--- src/ebls_pkg.sv ---
package ebls_pkg;

  // ---------------------------------------------------------------
  // Bus lane layout
  // ---------------------------------------------------------------
  localparam int unsigned LANE_W     = 8;
  localparam int unsigned LANE_NUM   = 4;
  localparam int unsigned WORD_W     = 32;
  localparam logic [1:0]  LANE0      = 2'h0;
  localparam logic [1:0]  LANE2      = 2'h2;

  // ---------------------------------------------------------------
  // Mode and size encodings
  // ---------------------------------------------------------------
  localparam logic        ENDIAN_LITTLE = 1'h1;
  localparam logic        ENDIAN_BIG    = 1'h0;
  localparam logic [31:0] WORD_RST      = 32'h0000_0000;
  localparam logic [3:0]  BE_NONE       = 4'h0;

  typedef enum logic [1:0]
  {
    EBLS_SZ_BYTE = 2'b00,
    EBLS_SZ_HALF = 2'b01,
    EBLS_SZ_WORD = 2'b10
  } ebls_size_t;

endpackage

--- src/ebls_swap.sv ---
// Reverses the byte order of a word; bits within each byte are untouched
module ebls_swap
  import ebls_pkg::*;
(
  input  wire logic [31:0] word_i,
  output      logic [31:0] word_o
);

  // ---------------------------------------------------------------
  // Byte reversal
  // ---------------------------------------------------------------
  // Whole bytes only, never a bit mirror
  always_comb
  begin
    for (int i = 0; i < LANE_NUM; i++)
    begin
      word_o[i*LANE_W +: LANE_W] = word_i[(LANE_NUM-1-i)*LANE_W +: LANE_W]; // RQ6
    end
  end

endmodule

--- src/ebls_top.sv ---
// Functional notes
// RQ1: Bus lanes are bytes: lane3 31:24, lane2 23:16, lane1 15:8, lane0 7:0.
// RQ2: Byte at word offset k always rides lane k in either mode.
// RQ3: The external system bus side is always little-endian ordered.
// RQ4: Big-endian: base address selects most significant byte of a word.
// RQ5: Little-endian: base address selects least significant byte of a word.
// RQ6: Endian conversion reverses bytes in a word, never bits.
// RQ7: Little-endian word access passes register value to lanes unchanged.
// RQ8: Little-endian half at offset 2 uses lanes 3,2; offset 0 lanes 1,0.
// RQ9: Little-endian byte lands on lane equal to the two low address bits.
// RQ10: Endian select bit one means little-endian, zero means big-endian.
// RQ11: Big-endian word access reverses byte order between register and bus.
// RQ12: Big-endian half swaps its two bytes inside the addressed lane pair.
// RQ13: Loads apply the inverse mapping, returning data in low register bits.
module ebls_top
  import ebls_pkg::*;
(
  input  wire logic        sys_clk_i,
  input  wire logic        sys_rst_i,
  input  wire logic        endian_select_bit_i,
  input  wire logic        st_valid_i,
  input  wire logic [1:0]  st_size_i,
  input  wire logic [1:0]  st_addr_i,
  input  wire logic [31:0] st_reg_data_i,
  input  wire logic        ld_valid_i,
  input  wire logic [1:0]  ld_size_i,
  input  wire logic [1:0]  ld_addr_i,
  input  wire logic [31:0] ld_bus_data_i,
  output      logic        st_valid_o,
  output      logic [31:0] st_bus_data_o,
  output      logic [3:0]  st_byte_en_o,
  output      logic        ld_valid_o,
  output      logic [31:0] ld_reg_data_o
);

  // ---------------------------------------------------------------
  // Helper functions
  // ---------------------------------------------------------------
  // Lane enables for a size and offset; misaligned halves keep pair
  function automatic logic [3:0] lane_mask(input logic [1:0] sz, input logic [1:0] a);
    logic [3:0] m;
    m = BE_NONE;
    case (sz)
      EBLS_SZ_BYTE: m = 4'h1 << a;                         // RQ2
      EBLS_SZ_HALF: m = a[1] ? 4'hC : 4'h3;               // RQ8
      EBLS_SZ_WORD: m = 4'hF;
      default:      m = BE_NONE;
    endcase
    return m;
  endfunction

  // Swap the two low bytes of a halfword
  function automatic logic [15:0] half_swap(input logic [15:0] h);
    return {h[7:0], h[15:8]};
  endfunction

  // ---------------------------------------------------------------
  // Word reversal for full-word big-endian traffic
  // ---------------------------------------------------------------
  logic [31:0] st_rev;
  logic [31:0] ld_rev;

  ebls_swap u_st_swap // RQ6
  (
    .word_i (st_reg_data_i),
    .word_o (st_rev)
  );

  ebls_swap u_ld_swap // RQ6
  (
    .word_i (ld_bus_data_i),
    .word_o (ld_rev)
  );

  // ---------------------------------------------------------------
  // Store lane steering
  // ---------------------------------------------------------------
  logic        little_st;
  logic [15:0] st_half;
  logic [31:0] st_bus_d;

  assign little_st = (endian_select_bit_i == ENDIAN_LITTLE); // RQ10
  // Bytes within a half are reversed only in big-endian mode
  assign st_half   = little_st ? st_reg_data_i[15:0] : half_swap(st_reg_data_i[15:0]); // RQ12

  // Lane placement; offsets never move, only byte order does
  always_comb
  begin
    st_bus_d = WORD_RST;
    case (st_size_i)
      EBLS_SZ_BYTE: st_bus_d = {4{st_reg_data_i[7:0]}};                      // RQ9
      EBLS_SZ_HALF: st_bus_d = {st_half, st_half};                           // RQ8
      EBLS_SZ_WORD: st_bus_d = little_st ? st_reg_data_i : st_rev;           // RQ7 RQ11
      default:      st_bus_d = WORD_RST;
    endcase
  end

  // Registered store outputs; bus side is always little-endian lanes
  always_ff @(posedge sys_clk_i)
  begin
    if (sys_rst_i)
    begin
      st_valid_o    <= 1'b0;
      st_bus_data_o <= WORD_RST;
      st_byte_en_o  <= BE_NONE;
    end
    else
    begin
      st_valid_o    <= st_valid_i;
      st_bus_data_o <= st_valid_i ? st_bus_d : WORD_RST;                     // RQ3
      st_byte_en_o  <= st_valid_i ? lane_mask(st_size_i, st_addr_i) : BE_NONE; // RQ1
    end
  end

  // ---------------------------------------------------------------
  // Load lane extraction
  // ---------------------------------------------------------------
  logic        little_ld;
  logic [7:0]  ld_byte;
  logic [15:0] ld_half;
  logic [31:0] ld_reg_d;

  assign little_ld = (endian_select_bit_i == ENDIAN_LITTLE); // RQ10
  assign ld_byte   = ld_bus_data_i[ld_addr_i*LANE_W +: LANE_W];               // RQ2
  assign ld_half   = ld_addr_i[1] ? ld_bus_data_i[31:16] : ld_bus_data_i[15:0];

  // Inverse of store steering; unused upper bits read zero
  always_comb
  begin
    ld_reg_d = WORD_RST;
    case (ld_size_i)
      EBLS_SZ_BYTE: ld_reg_d = {24'h000000, ld_byte};                        // RQ13 RQ4 RQ5
      EBLS_SZ_HALF: ld_reg_d = {16'h0000, little_ld ? ld_half : half_swap(ld_half)}; // RQ13
      EBLS_SZ_WORD: ld_reg_d = little_ld ? ld_bus_data_i : ld_rev;           // RQ13
      default:      ld_reg_d = WORD_RST;
    endcase
  end

  always_ff @(posedge sys_clk_i)
  begin
    if (sys_rst_i)
    begin
      ld_valid_o    <= 1'b0;
      ld_reg_data_o <= WORD_RST;
    end
    else
    begin
      ld_valid_o    <= ld_valid_i;
      ld_reg_data_o <= ld_valid_i ? ld_reg_d : WORD_RST;
    end
  end
endmodule
--- config.mk ---
export PLATFORM = sky130hd
export DESIGN_NAME = ebls_top
export DESIGN_NICKNAME = d
export VERILOG_FILES = /design/src/ebls_pkg.sv /design/src/ebls_swap.sv /design/src/ebls_top.sv
export SDC_FILE = /design/constraint.sdc
export NUM_CORES = 1
export LEC_CHECK = 0
export ABC_CLOCK_PERIOD_IN_PS = 3300
export BUFFER_PORTS_ARGS = -buffer_cell sky130_fd_sc_hd__buf_2
export CORE_MARGIN = 1
export CORE_UTILIZATION = 45
export CTS_CLUSTER_SIZE = 16
export DETAILED_ROUTE_END_ITERATION = 10
export MAX_ROUTING_LAYER = met4
export PLACE_DENSITY = 0.76
export SLEW_MARGIN = 10
export SYNTH_ARGS = -nofsm -noshare
export SYNTH_HDL_FRONTEND = slang
export SYNTH_SLANG_ARGS = --single-unit
--- constraint.sdc ---
create_clock -name sys_clk_i -period 3.3 [get_ports sys_clk_i]
set_clock_uncertainty 0.05 [all_clocks]
set_input_delay 0.33 -clock sys_clk_i [delete_from_list [all_inputs] [get_ports sys_clk_i]]
set_output_delay 0.33 -clock sys_clk_i [all_outputs]
set_load 0.03 [all_outputs]
==> impl_metrics.toml <==
[critical_path]
worst-setup-path-type = "in2reg"
cp.arrival_ps = 2080
cp.required_ps = 3500
start_kind = "primary input"
end_kind = "flip-flop"
cp_max_fo = 49

[drt]
drt-initial-drc-count = 153
vias = 3773
ant_nets = 0
wl_met2_mm = 5.44
dr.pass1.iters = 5
top_layer_used = "met4"
avgRoutedWirePerCell_um = 16.5
wl_met3_um = 831
routed_wl_mm = 10.8
drc = 0
viasPerCell = 5.76
met1_length_mm = 4.03

[synthesis]
synthAdderAreaFrac_pct = 0
synth_cells = 418
synthTopCellsByArea = "dfxtp_1 (38%), mux2i_1 (10%), nor2_1 (9.4%)"
ys_seq_area_share_pct = 38.5
yosys_most_used_dff = "dfxtp_1"
syn-cell-area_um2 = 3640
synth_edf_count = 0
synth-seq-cells = 70
ys_warn_count = 0
syn_avg_cell_area_um2 = 8.71
yosys.area_share.simple_pct = 19.9
synth_top_cell_by_area = "dfxtp_1"
synthMuxAreaShare_pct = 20.3
synth_top_area_share_pct = 38.5
synth-compound-area-share_pct = 16.3
synth_fp_nets = 495
synth_top_family_by_area = "multiplexers"
synth-xor-area-share_pct = 0
synth_cell_type_count = 31
async_flop_share_pct = 0

[hold_path]
hp-class = "in2reg"

[cells_and_area]
final_core_util_pct = 58.2
area_growth_pct = 24.1
mostFrequentLayoutCells = "buf_2 (145), nor2_1 (91), dfxtp_1 (70)"
diodes = 0
seq_area_um2 = 1400
layout_commonest_cell = "buf_2"
fin_cells = 655
nFillCells = 748
multi_input_area_um2 = 2060
fin_nets = 626
drive_gt1_share_pct = 35.3

[placed_design]
dp_cells = 640
io_buffers = 146
globalplace.congestion = 0.879
dpl.hpwl_mm = 8.01

[timing]
setup_violations = 0
fin_crit_sh_pct = 57.0
rsz0062_at_grt = "false"
whs_ps = 201
max_slew.worst_pin.slew_ps = 861
hold_violations = 0
slew_violations = 0
clock.fmax_mhz = 531
fin_crit_ps = 1880
relSlewSlack_pct = 42.2
fin_tns_setup_ps = 0

[global_routing]
grt_max_degree = 50
first_global_vias = 3535
grt_overflow = 0
grt_antenna_before_repair = 0
track_usage_pct = 25.8
grt_first_pass_wirelength_mm = 16.6

[run]
cap_violations = 0

[power]
intPower_mw = 1.31
clkPwrFrac_pct = 30.2
p_comb_share_pct = 23.4
ir_drop_mv = 0.244
power_switching_mw = 0.595
p_sw_share_pct = 31.2
leakagePower_nw = 2.16
power_density_nw_per_um2 = 422
pwr-share-seq_pct = 46.4
p_total_mw = 1.91

[floorplanning]
die_h_um = 92.0
ios = 147
die_w_um = 92.0
start_util_pct = 46.9
core.rowCount = 32
die_area_um2 = 8460
coreArea_um2 = 7770

[cts]
cts_setup_buffers = 0
clkSlewWorstSetupHoldPaths_ps = 80
h-tree-depth = 3
cts.sinks = 70
cts_hold_buf = 0
cts_tree = "built"
cts_root_buf = "clkbuf_8"
cts_made_buffers = 9
cts_resized = 0
clk_path_buf_depth = 2

[run_status]
status = "finished, final reports clean"
[cell type report]
class / instances / share of cell area, %
multi-input combinational: 314 / 45.5
clock buffer: 10 / 2.82
clock inverter: 5 / 0.609
inverter: 4 / 0.332
timing repair buffer: 150 / 16.9
sequential: 70 / 31.0
tap: 102 / 2.82
[routing by layer]
metal	up-vias	track usage [%]
met5	-	-
met2	200	44.2
met1	1768	27.7
li1	1764	-
met4	0	15.2
met3	41	5.14
[worst max-delay path, cell delays in order]
cell and delay, ps:
buf_4 460, inv_2 380, nor2_1 560, nor2_1 80, a211oi_1 240
[path summary, 6_finish.rpt]
check	start	end	slack [ps]	cells after the start
setup / recovery	endian_select_bit_i	st_bus_data_o[29]	1420	5
hold / removal	ld_bus_data_i[17]	ld_reg_data_o[17]	200	3
[flip-flops by register name, summed over array words and instances (netlist names)]
register / flops
st_bus_data_o: 32
st_valid_o: 1
st_byte_en_o: 4
ld_reg_data_o: 32
ld_valid_o: 1
[cell families after synthesis]
group,after synthesis
AND/OR/NAND/NOR,157
AO/OA/AOI/OAI,89
flip-flops,70
multiplexers,68
buffers and inverters,34
[through the flow]
stage          setup slack [ps]  cell area [um2]
6_report                   1420             4520
5_1_grt                    1260             4520
4_1_cts                    1480             4520
3_5_place_dp               1150             4370
3_3_place_gp               1240             4370
2_1_floorplan              1730             3640
[synthesized netlist by cell type (all sizes together), types with 2 or more instances]
cell type and instances:
mux2i 38, a211oi 2, o21ai 2, o32a 6
o22ai 24, nand2b 4, nor2b 11, mux2 28
and2 20, nand2 7, buf 21, nor4 7
nor2 91, dfxtp 70, a22oi 16, mux4 2
clkbuf 9, o32ai 2, a21oi 28, a221oi 6
o311a 2, nor3 10, or3 6, inv 4
[power by group through the flow]
stage	registers, mW	logic [mW]	clock network, mW
after CTS	0.885	0.443	0.586
after detailed placement	0.905	0.442	0
after global placement	0.904	0.430	0
after global routing	0.887	0.482	0.623
final	0.885	0.447	0.576
after floorplan	0.970	0.228	0
Power figures use the tool's default switching activity.
